File: src/hw/rwg_map.svh
// Purpose: Register offsets, field positions and address bounds of the write guard
// Assumes: 16-bit register port addresses, 20-bit CPU data addresses
// Notes: Definitions only
`ifndef RWG_MAP_SVH
`define RWG_MAP_SVH

// ----------------------------------------------------------------------------
// Register offsets
// ----------------------------------------------------------------------------
`define RWG_OFS_RAM 16'hF0B0
`define RWG_OFS_A 16'hF0B4
`define RWG_OFS_A_HI 16'hF0B5
`define RWG_OFS_B 16'hF0B6
`define RWG_OFS_B_HI 16'hF0B7

// ----------------------------------------------------------------------------
// Reset values and writable masks
// ----------------------------------------------------------------------------
`define RWG_RST_CODE 3'h0
`define RWG_RST_WORD 16'h0000
`define RWG_MASK_A 16'h003F
`define RWG_MASK_B 16'h80EF
`define RWG_CODE_MSB 2
`define RWG_BYTE_MSB 7
`define RWG_HI_LSB 8
`define RWG_WORD_MSB 15

// ----------------------------------------------------------------------------
// Guard bit positions
// ----------------------------------------------------------------------------
`define RWG_A_INT 0
`define RWG_A_CLK 1
`define RWG_A_VLS 2
`define RWG_A_PAR 3
`define RWG_A_BLK 4
`define RWG_A_WDT 5
`define RWG_B_XT 15

// ----------------------------------------------------------------------------
// Region codes and RAM bounds
// ----------------------------------------------------------------------------
`define RWG_CODE_OFF 3'h0
`define RWG_CODE_64 3'h1
`define RWG_CODE_128 3'h2
`define RWG_CODE_256 3'h3
`define RWG_CODE_512 3'h4
`define RWG_RAM_TOP 20'h0EFFF
`define RWG_BASE_64 20'h0EFC0
`define RWG_BASE_128 20'h0EF80
`define RWG_BASE_256 20'h0EF00
`define RWG_BASE_512 20'h0EE00

`endif

File: src/hw/rwg_pkg.sv
// Purpose: Types shared by the write guard
// Assumes: Constants come from rwg_map.svh
// Notes: None
package rwg_pkg;

  typedef logic [15:0] rwg_word_t;
  typedef logic [19:0] rwg_addr_t;
  typedef logic [2:0] rwg_code_t;

  typedef struct packed {
    rwg_code_t ram_code;
    rwg_word_t guard_a;
    rwg_word_t guard_b;
    rwg_word_t rdata;
  } rwg_state_t;

endpackage : rwg_pkg

File: src/hw/rwg_guard.sv
// Purpose: RAM and peripheral register write guard
// Assumes: Decoder supplies RAM hit and one-hot group hits with each CPU write
// Notes: Blocked writes vanish silently; reads are never touched
`timescale 1ns/1ps
`include "rwg_map.svh"
`default_nettype none

module rwg_guard #(
  parameter int GUARD_W = 16
) (
  input wire logic clk,
  input wire logic resetn,
  input wire rwg_pkg::rwg_word_t reg_addr,
  input wire rwg_pkg::rwg_word_t reg_wdata,
  input wire logic reg_wr,
  input wire logic reg_rd,
  output rwg_pkg::rwg_word_t reg_rdata,
  input wire logic cpu_wr,
  input wire rwg_pkg::rwg_addr_t cpu_addr,
  input wire logic cpu_ram_hit,
  input wire logic [GUARD_W-1:0] cpu_hit_a,
  input wire logic [GUARD_W-1:0] cpu_hit_b,
  output logic ram_wr_en,
  output logic sfr_wr_en,
  output logic wr_blocked
);
  import rwg_pkg::*;

  // --------------------------------------------------------------------------
  // State
  // --------------------------------------------------------------------------
  rwg_state_t state;
  rwg_state_t next_state;
  logic ram_guarded;
  logic sfr_guarded;
  logic [GUARD_W-1:0] grp_block;

  // --------------------------------------------------------------------------
  // Register port
  // --------------------------------------------------------------------------
  always_comb begin
    next_state = state;
    next_state.rdata = `RWG_RST_WORD;
    if (reg_wr) begin
      case (reg_addr)
        `RWG_OFS_RAM: begin
          next_state.ram_code = reg_wdata[`RWG_CODE_MSB:0];
        end
        `RWG_OFS_A: begin
          next_state.guard_a = reg_wdata & `RWG_MASK_A;
        end
        `RWG_OFS_A_HI: begin
          next_state.guard_a = {reg_wdata[`RWG_BYTE_MSB:0], state.guard_a[`RWG_BYTE_MSB:0]} & `RWG_MASK_A;
        end
        `RWG_OFS_B: begin
          next_state.guard_b = reg_wdata & `RWG_MASK_B;
        end
        `RWG_OFS_B_HI: begin
          next_state.guard_b = {reg_wdata[`RWG_BYTE_MSB:0], state.guard_b[`RWG_BYTE_MSB:0]} & `RWG_MASK_B;
        end
        default: begin
        end
      endcase
    end
    if (reg_rd) begin
      case (reg_addr)
        `RWG_OFS_RAM: begin
          next_state.rdata = {13'h0000, state.ram_code};
        end
        `RWG_OFS_A: begin
          next_state.rdata = state.guard_a;
        end
        `RWG_OFS_A_HI: begin
          next_state.rdata = {8'h00, state.guard_a[`RWG_WORD_MSB:`RWG_HI_LSB]};
        end
        `RWG_OFS_B: begin
          next_state.rdata = state.guard_b;
        end
        `RWG_OFS_B_HI: begin
          next_state.rdata = {8'h00, state.guard_b[`RWG_WORD_MSB:`RWG_HI_LSB]};
        end
        default: begin
          next_state.rdata = `RWG_RST_WORD;
        end
      endcase
    end
  end

  always_ff @(posedge clk) begin
    if (!resetn) begin
      state <= '{ram_code: `RWG_RST_CODE, guard_a: `RWG_RST_WORD,
                 guard_b: `RWG_RST_WORD, rdata: `RWG_RST_WORD};
    end else begin
      state <= next_state;
    end
  end

  assign reg_rdata = state.rdata;

  // --------------------------------------------------------------------------
  // RAM region decode
  // --------------------------------------------------------------------------
  // Region compare for CPU writes
  always_comb begin
    ram_guarded = 1'b0;
    case (state.ram_code)
      `RWG_CODE_OFF: begin
        ram_guarded = 1'b0;
      end
      `RWG_CODE_64: begin
        ram_guarded = (cpu_addr >= `RWG_BASE_64);
      end
      `RWG_CODE_128: begin
        ram_guarded = (cpu_addr >= `RWG_BASE_128);
      end
      `RWG_CODE_256: begin
        ram_guarded = (cpu_addr >= `RWG_BASE_256);
      end
      default: begin
        ram_guarded = (cpu_addr >= `RWG_BASE_512);
      end
    endcase
    ram_guarded = ram_guarded && (cpu_addr <= `RWG_RAM_TOP);
  end

  // --------------------------------------------------------------------------
  // Register group decode
  // --------------------------------------------------------------------------
  // Per-bit group blocking
  // Register A and B groups by bit
  for (genvar i = 0; i < GUARD_W; i++) begin : g_grp
    assign grp_block[i] = (cpu_hit_a[i] & state.guard_a[i]) | (cpu_hit_b[i] & state.guard_b[i]);
  end
  assign sfr_guarded = |grp_block;

  // --------------------------------------------------------------------------
  // Write strobes
  // --------------------------------------------------------------------------
  // Silent suppression of guarded writes
  assign ram_wr_en = cpu_wr && cpu_ram_hit && !ram_guarded;
  assign sfr_wr_en = cpu_wr && !cpu_ram_hit && !sfr_guarded;
  assign wr_blocked = cpu_wr && ((cpu_ram_hit && ram_guarded) || (!cpu_ram_hit && sfr_guarded));

  // --------------------------------------------------------------------------
  // Assertions
  // --------------------------------------------------------------------------
  property p_code_off;
    @(posedge clk) disable iff (!resetn)
    (state.ram_code == `RWG_CODE_OFF) && cpu_wr && cpu_ram_hit |-> ram_wr_en;
  endproperty
  a_code_off: assert property (p_code_off) else $error("RAM write lost with guard off");

  property p_code_64;
    @(posedge clk) disable iff (!resetn)
    (state.ram_code == `RWG_CODE_64) && cpu_wr && cpu_ram_hit |->
      (ram_wr_en == (cpu_addr < `RWG_BASE_64 || cpu_addr > `RWG_RAM_TOP));
  endproperty
  a_code_64: assert property (p_code_64) else $error("64-byte region wrong");

  property p_code_128;
    @(posedge clk) disable iff (!resetn)
    (state.ram_code == `RWG_CODE_128) && cpu_wr && cpu_ram_hit |->
      (ram_wr_en == (cpu_addr < `RWG_BASE_128 || cpu_addr > `RWG_RAM_TOP));
  endproperty
  a_code_128: assert property (p_code_128) else $error("128-byte region wrong");

  property p_code_256;
    @(posedge clk) disable iff (!resetn)
    (state.ram_code == `RWG_CODE_256) && cpu_wr && cpu_ram_hit |->
      (ram_wr_en == (cpu_addr < `RWG_BASE_256 || cpu_addr > `RWG_RAM_TOP));
  endproperty
  a_code_256: assert property (p_code_256) else $error("256-byte region wrong");

  property p_code_512;
    @(posedge clk) disable iff (!resetn)
    (state.ram_code >= `RWG_CODE_512) && cpu_wr && cpu_ram_hit |->
      (ram_wr_en == (cpu_addr < `RWG_BASE_512 || cpu_addr > `RWG_RAM_TOP));
  endproperty
  a_code_512: assert property (p_code_512) else $error("512-byte region wrong");

  property p_code_write;
    @(posedge clk) disable iff (!resetn)
    reg_wr && (reg_addr == `RWG_OFS_RAM) |=> (state.ram_code == $past(reg_wdata[`RWG_CODE_MSB:0]));
  endproperty
  a_code_write: assert property (p_code_write) else $error("Selector not stored");

  property p_grp_block;
    @(posedge clk) disable iff (!resetn)
    cpu_wr && !cpu_ram_hit && ((cpu_hit_a & state.guard_a) != '0) |-> !sfr_wr_en && wr_blocked;
  endproperty
  a_grp_block: assert property (p_grp_block) else $error("Guarded group write passed");

  property p_guard_next;
    @(posedge clk) disable iff (!resetn)
    reg_wr && (reg_addr == `RWG_OFS_B) && reg_wdata[`RWG_B_XT] ##1
      (cpu_wr && !cpu_ram_hit && cpu_hit_b[`RWG_B_XT]) |-> !sfr_wr_en;
  endproperty
  a_guard_next: assert property (p_guard_next) else $error("New guard late");

  property p_reset_clear;
    @(posedge clk)
    !resetn |=> (state.ram_code == `RWG_RST_CODE) && (state.guard_a == `RWG_RST_WORD) &&
      (state.guard_b == `RWG_RST_WORD) && (reg_rdata == `RWG_RST_WORD);
  endproperty
  a_reset_clear: assert property (p_reset_clear) else $error("Guard not clear after reset");

  property p_reserved_a;
    @(posedge clk) disable iff (!resetn)
    reg_rd && (reg_addr == `RWG_OFS_A) |=> ((reg_rdata & ~`RWG_MASK_A) == `RWG_RST_WORD);
  endproperty
  a_reserved_a: assert property (p_reserved_a) else $error("Reserved A bits nonzero");

  property p_reserved_b;
    @(posedge clk) disable iff (!resetn)
    reg_rd && (reg_addr == `RWG_OFS_B) |=> ((reg_rdata & ~`RWG_MASK_B) == `RWG_RST_WORD);
  endproperty
  a_reserved_b: assert property (p_reserved_b) else $error("Reserved B bits nonzero");

  property p_silent;
    @(posedge clk) disable iff (!resetn)
    wr_blocked |-> !ram_wr_en && !sfr_wr_en && cpu_wr;
  endproperty
  a_silent: assert property (p_silent) else $error("Blocked write still strobed");

  property p_grp_block_b;
    @(posedge clk) disable iff (!resetn)
    cpu_wr && !cpu_ram_hit && ((cpu_hit_b & state.guard_b) != '0) |-> !sfr_wr_en && wr_blocked;
  endproperty
  a_grp_block_b: assert property (p_grp_block_b) else $error("Guarded port write passed");

  property p_grp_pass;
    @(posedge clk) disable iff (!resetn)
    cpu_wr && !cpu_ram_hit && ((cpu_hit_a & state.guard_a) == '0) && ((cpu_hit_b & state.guard_b) == '0) |->
      sfr_wr_en && !wr_blocked;
  endproperty
  a_grp_pass: assert property (p_grp_pass) else $error("Open group write lost");

  property p_ram_only;
    @(posedge clk) disable iff (!resetn)
    cpu_wr && cpu_ram_hit |-> !sfr_wr_en;
  endproperty
  a_ram_only: assert property (p_ram_only) else $error("RAM write strobed register side");

  property p_no_write;
    @(posedge clk) disable iff (!resetn)
    !cpu_wr |-> !ram_wr_en && !sfr_wr_en && !wr_blocked;
  endproperty
  a_no_write: assert property (p_no_write) else $error("Strobe without CPU write");

  property p_read_ram;
    @(posedge clk) disable iff (!resetn)
    reg_rd && (reg_addr == `RWG_OFS_RAM) |=> (reg_rdata == {13'h0000, $past(state.ram_code)});
  endproperty
  a_read_ram: assert property (p_read_ram) else $error("Selector read back wrong");

  property p_read_a;
    @(posedge clk) disable iff (!resetn)
    reg_rd && (reg_addr == `RWG_OFS_A) |=> (reg_rdata == $past(state.guard_a));
  endproperty
  a_read_a: assert property (p_read_a) else $error("Guard A read back wrong");

  property p_read_b;
    @(posedge clk) disable iff (!resetn)
    reg_rd && (reg_addr == `RWG_OFS_B) |=> (reg_rdata == $past(state.guard_b));
  endproperty
  a_read_b: assert property (p_read_b) else $error("Guard B read back wrong");

  property p_rdata_idle;
    @(posedge clk) disable iff (!resetn)
    !reg_rd |=> (reg_rdata == `RWG_RST_WORD);
  endproperty
  a_rdata_idle: assert property (p_rdata_idle) else $error("Read data not cleared");

  property p_write_a;
    @(posedge clk) disable iff (!resetn)
    reg_wr && (reg_addr == `RWG_OFS_A) |=> (state.guard_a == ($past(reg_wdata) & `RWG_MASK_A));
  endproperty
  a_write_a: assert property (p_write_a) else $error("Guard A not stored");

  property p_write_b;
    @(posedge clk) disable iff (!resetn)
    reg_wr && (reg_addr == `RWG_OFS_B) |=> (state.guard_b == ($past(reg_wdata) & `RWG_MASK_B));
  endproperty
  a_write_b: assert property (p_write_b) else $error("Guard B not stored");

  property p_guard_hold;
    @(posedge clk) disable iff (!resetn)
    !reg_wr |=> $stable(state.ram_code) && $stable(state.guard_a) && $stable(state.guard_b);
  endproperty
  a_guard_hold: assert property (p_guard_hold) else $error("Guard changed without write");

  property p_ram_above_top;
    @(posedge clk) disable iff (!resetn)
    cpu_wr && cpu_ram_hit && (cpu_addr > `RWG_RAM_TOP) |-> ram_wr_en;
  endproperty
  a_ram_above_top: assert property (p_ram_above_top) else $error("Write above RAM top blocked");

  property p_xt_port;
    @(posedge clk) disable iff (!resetn)
    cpu_wr && !cpu_ram_hit && cpu_hit_b[`RWG_B_XT] && state.guard_b[`RWG_B_XT] |-> wr_blocked;
  endproperty
  a_xt_port: assert property (p_xt_port) else $error("Crystal port write passed");

  property p_wdt_guard;
    @(posedge clk) disable iff (!resetn)
    cpu_wr && !cpu_ram_hit && cpu_hit_a[`RWG_A_WDT] && state.guard_a[`RWG_A_WDT] |-> wr_blocked;
  endproperty
  a_wdt_guard: assert property (p_wdt_guard) else $error("Watchdog mode write passed");

endmodule : rwg_guard

`default_nettype wire

File: config.mk
export PLATFORM = sky130hd
export DESIGN_NAME = rwg_guard
export DESIGN_NICKNAME = d
export VERILOG_FILES = /design/src/hw/rwg_pkg.sv /design/src/hw/rwg_guard.sv
export VERILOG_INCLUDE_DIRS = /design/src /design/src/hw
export SDC_FILE = /design/constraint.sdc
export NUM_CORES = 1
export LEC_CHECK = 0
export BUFFER_PORTS_ARGS = -buffer_cell sky130_fd_sc_hd__buf_2
export CORE_UTILIZATION = 35
export DETAILED_ROUTE_END_ITERATION = 10
export GPL_TIMING_DRIVEN = 0
export PLACE_DENSITY_LB_ADDON = 0.2
export REMOVE_ABC_BUFFERS = 1
export SYNTH_ARGS = -nofsm -noshare
export SYNTH_HDL_FRONTEND = slang
export SYNTH_SLANG_ARGS = --single-unit
File: constraint.sdc
create_clock -name clk -period 1.3 [get_ports clk]
set_input_delay 0.065 -clock clk [delete_from_list [all_inputs] [get_ports clk]]
set_output_delay 0.065 -clock clk [all_outputs]
set_load 0.01 [all_outputs]
==> impl_metrics.json <==
{
  "worst_setup_path_start_kind": "flop",
  "drc_errors": 0,
  "antennaDiodeCount": 0,
  "worstPathMaxFanout": 2,
  "cts-root-buf": "clkbuf_8",
  "drive_gt1_share_pct": 42.34,
  "detailedPlacementHpwl_um": 2432,
  "cts.sinks": 26,
  "synth_area_per_cell_um2": 8.798,
  "ios": 109,
  "routed_wl_um": 3135,
  "ir_drop_uv": 428.0,
  "violations": "negative setup slack",
  "rsz0062_at_grt": "yes",
  "antenna_found_initial": 0,
  "pre_cts_ws_ns": -0.4843,
  "grt_pass1_wl_um": 5154,
  "io_buffers": 70,
  "synthTopCellsByCount": "nand2_1, dfxtp_1, mux2i_1",
  "finalNetCount": 313,
  "final_antenna_net_count": 0,
  "grt_use_total_pct": 15.56,
  "power_frac_comb_pct": 11.2,
  "worstSetupPathType": "reg2out",
  "power_density_nw_per_um2": 893.1,
  "die_w_um": 65.22,
  "gp_congestion": 0.7506,
  "grt_overflow": 0,
  "viasPerCell": 4.748,
  "insertion_delay_ns": 0.27,
  "drt-pass1-iter-count": 4,
  "cts_tree": "yes",
  "clockBufferDepth": 2,
  "synth_cells": 159,
  "hold_class": "in2reg",
  "clock.fmax_mhz": 651.9,
  "hold_ws_ns": 0.03106,
  "required_ns": 1.24,
  "synth_cell_types": 34,
  "synth.most_common_cell": "nand2_1",
  "cts_buffers": 3,
  "p_leak_nw": 0.8237,
  "cp-end-kind": "primary output",
  "synth_top_area_share_pct": 37.21,
  "multi_input_area_um2": 769.5,
  "num-fill-cells": 387,
  "h-tree-depth": 1,
  "switching_share_pct": 20.58,
  "num_vias": 1282,
  "maxCapViolCount": 0,
  "rows": 22,
  "layout_min_cycle_time_ns": 1.534,
  "grt_pass1_vias": 1198,
  "seqCellArea_um2": 524.3,
  "post_drt_wl_per_cell_um": 11.61,
  "core_um2": 3744,
  "synth_seq_cells": 26,
  "path_clk_slew_ns": 0.09,
  "hold_violations": 0,
  "report.final.slew_viol_count": 0,
  "synth_area_um2": 1399,
  "drtIter0Drc": 33,
  "async_reset_ff_share_pct": 0,
  "start_util_pct": 37.37,
  "finalCritPeriodShare_pct": 118.0,
  "maxSlewHeadroom_pct": 62.58,
  "area_growth_pct": 31.04,
  "synth_edf_count": 0,
  "power_frac_clock_pct": 40.2,
  "worst-slew-pin-transition_ns": 0.5570,
  "setup_violations": 3,
  "crit_arrival_ns": 1.47,
  "die_h_um": 65.22,
  "power.switching_uw": 337.0,
  "status": "finished, violations left",
  "die_area_um2": 4254,
  "yosysTopAreaCell": "dfxtp_1",
  "fin_ws_ns": -0.2339,
  "synth.area.top_cells": "dfxtp_1, mux2i_1, buf_4",
  "grt_max_degree": 28,
  "cell_internal_pwr_mw": 1.300,
  "tns_ns": -0.4448,
  "yosysWarnings": 0,
  "synthFlopType": "dfxtp_1",
  "pwr-share-seq_pct": 48.6,
  "ys_seq_area_share_pct": 37.21,
  "fin_skew_ns": 0.004303
}
-- layer usage --
metal	global-route usage, %	vias up	routed length, um
met3	2.257	2	174
li1	-	661	-
met5	0	-	0
met2	27.96	48	1520
met4	5.707	0	27
met1	18.53	571	1413
-- logic make-up after synthesis --
logic type / synth area share, %
other: 0.2681
AO/OA/AOI/OAI: 9.481
buffers and inverters: 11.00
AND/OR/NAND/NOR: 26.92
multiplexers: 15.12
flip-flops: 37.21
-- final timing paths --
check	startpoint	cells after the start	end	slack, ns
worst max register to register	state[48]	5	reg_rdata[0]	0.33
worst min register to register	state[36]	2	reg_rdata[4]	0.46
worst min-delay path	reg_wdata[6]	3	state[22]	0.03
worst max-delay path	state[19]	5	sfr_wr_en	-0.23
-- power groups by stage --
| stage | logic [mW] | clock network (mW) | registers [mW] |
|---|---|---|---|
| 3_3_place_gp | 0.178 | 0 | 0.814 |
| 2_1_floorplan | 0.0563 | 0 | 0.814 |
| 4_1_cts | 0.184 | 0.678 | 0.796 |
| 3_5_place_dp | 0.178 | 0 | 0.814 |
| 6_report | 0.184 | 0.657 | 0.795 |
| 5_1_grt | 0.204 | 0.699 | 0.796 |
-- final cells by class --
type,count,area share [%]
tap,48,3.276
multi-input combinational,115,41.98
clock buffer,3,2.253
sequential,26,28.60
clock inverter,1,1.638
timing repair buffer,76,22.05
inverter,1,0.2048
-- metrics by stage --
stage | total power [mW] | util, % | instances | instance area (um2)
6_report | 1.637 | 48.96 | 270 | 1833
5_1_grt | 1.700 | 48.96 | 270 | 1833
4_1_cts | 1.657 | 48.16 | 267 | 1803
3_5_place_dp | 0.9926 | 44.92 | 260 | 1682
3_3_place_gp | 0.9926 | 44.92 | 260 | 1682
2_1_floorplan | 0.8706 | - | 142 | 1271
-- state kept, by name, indices dropped and copies added, names as in the netlist --
register,flops
reg_rdata,9
state,17
-- placed cells by master, fill, tap and decap left out, types with 3 or more instances in the layout --
cell,Yosys,final
nor2_1,10,9
nand2_1,29,29
or3_1,4,3
nor3_1,3,3
buf_4,16,6
and2_1,4,4
mux2i_1,20,20
clkbuf_8,0,3
buf_2,3,68
dfxtp_2,0,3
a22oi_1,7,7
dfxtp_1,26,23
a21oi_1,5,5
conb_1,1,7
-- what timing repair did --
item	in CTS	in global routing
buffers inserted	3	3
endpoints found under the setup margin	17	8
endpoints found under the hold margin	0	0
gates resized for setup	10	2
pin swaps	7	5
hold buffers	0	0
-- critical path, cell delays in order, from the launching register on --
cell	delay [ns]
dfxtp_2	0.33
a222oi_1	0.33
nand3_1	0.15
nor2_2	0.14
and2_1	0.14
buf_2	0.12
Note: power is estimated with default switching activity, not from simulation.
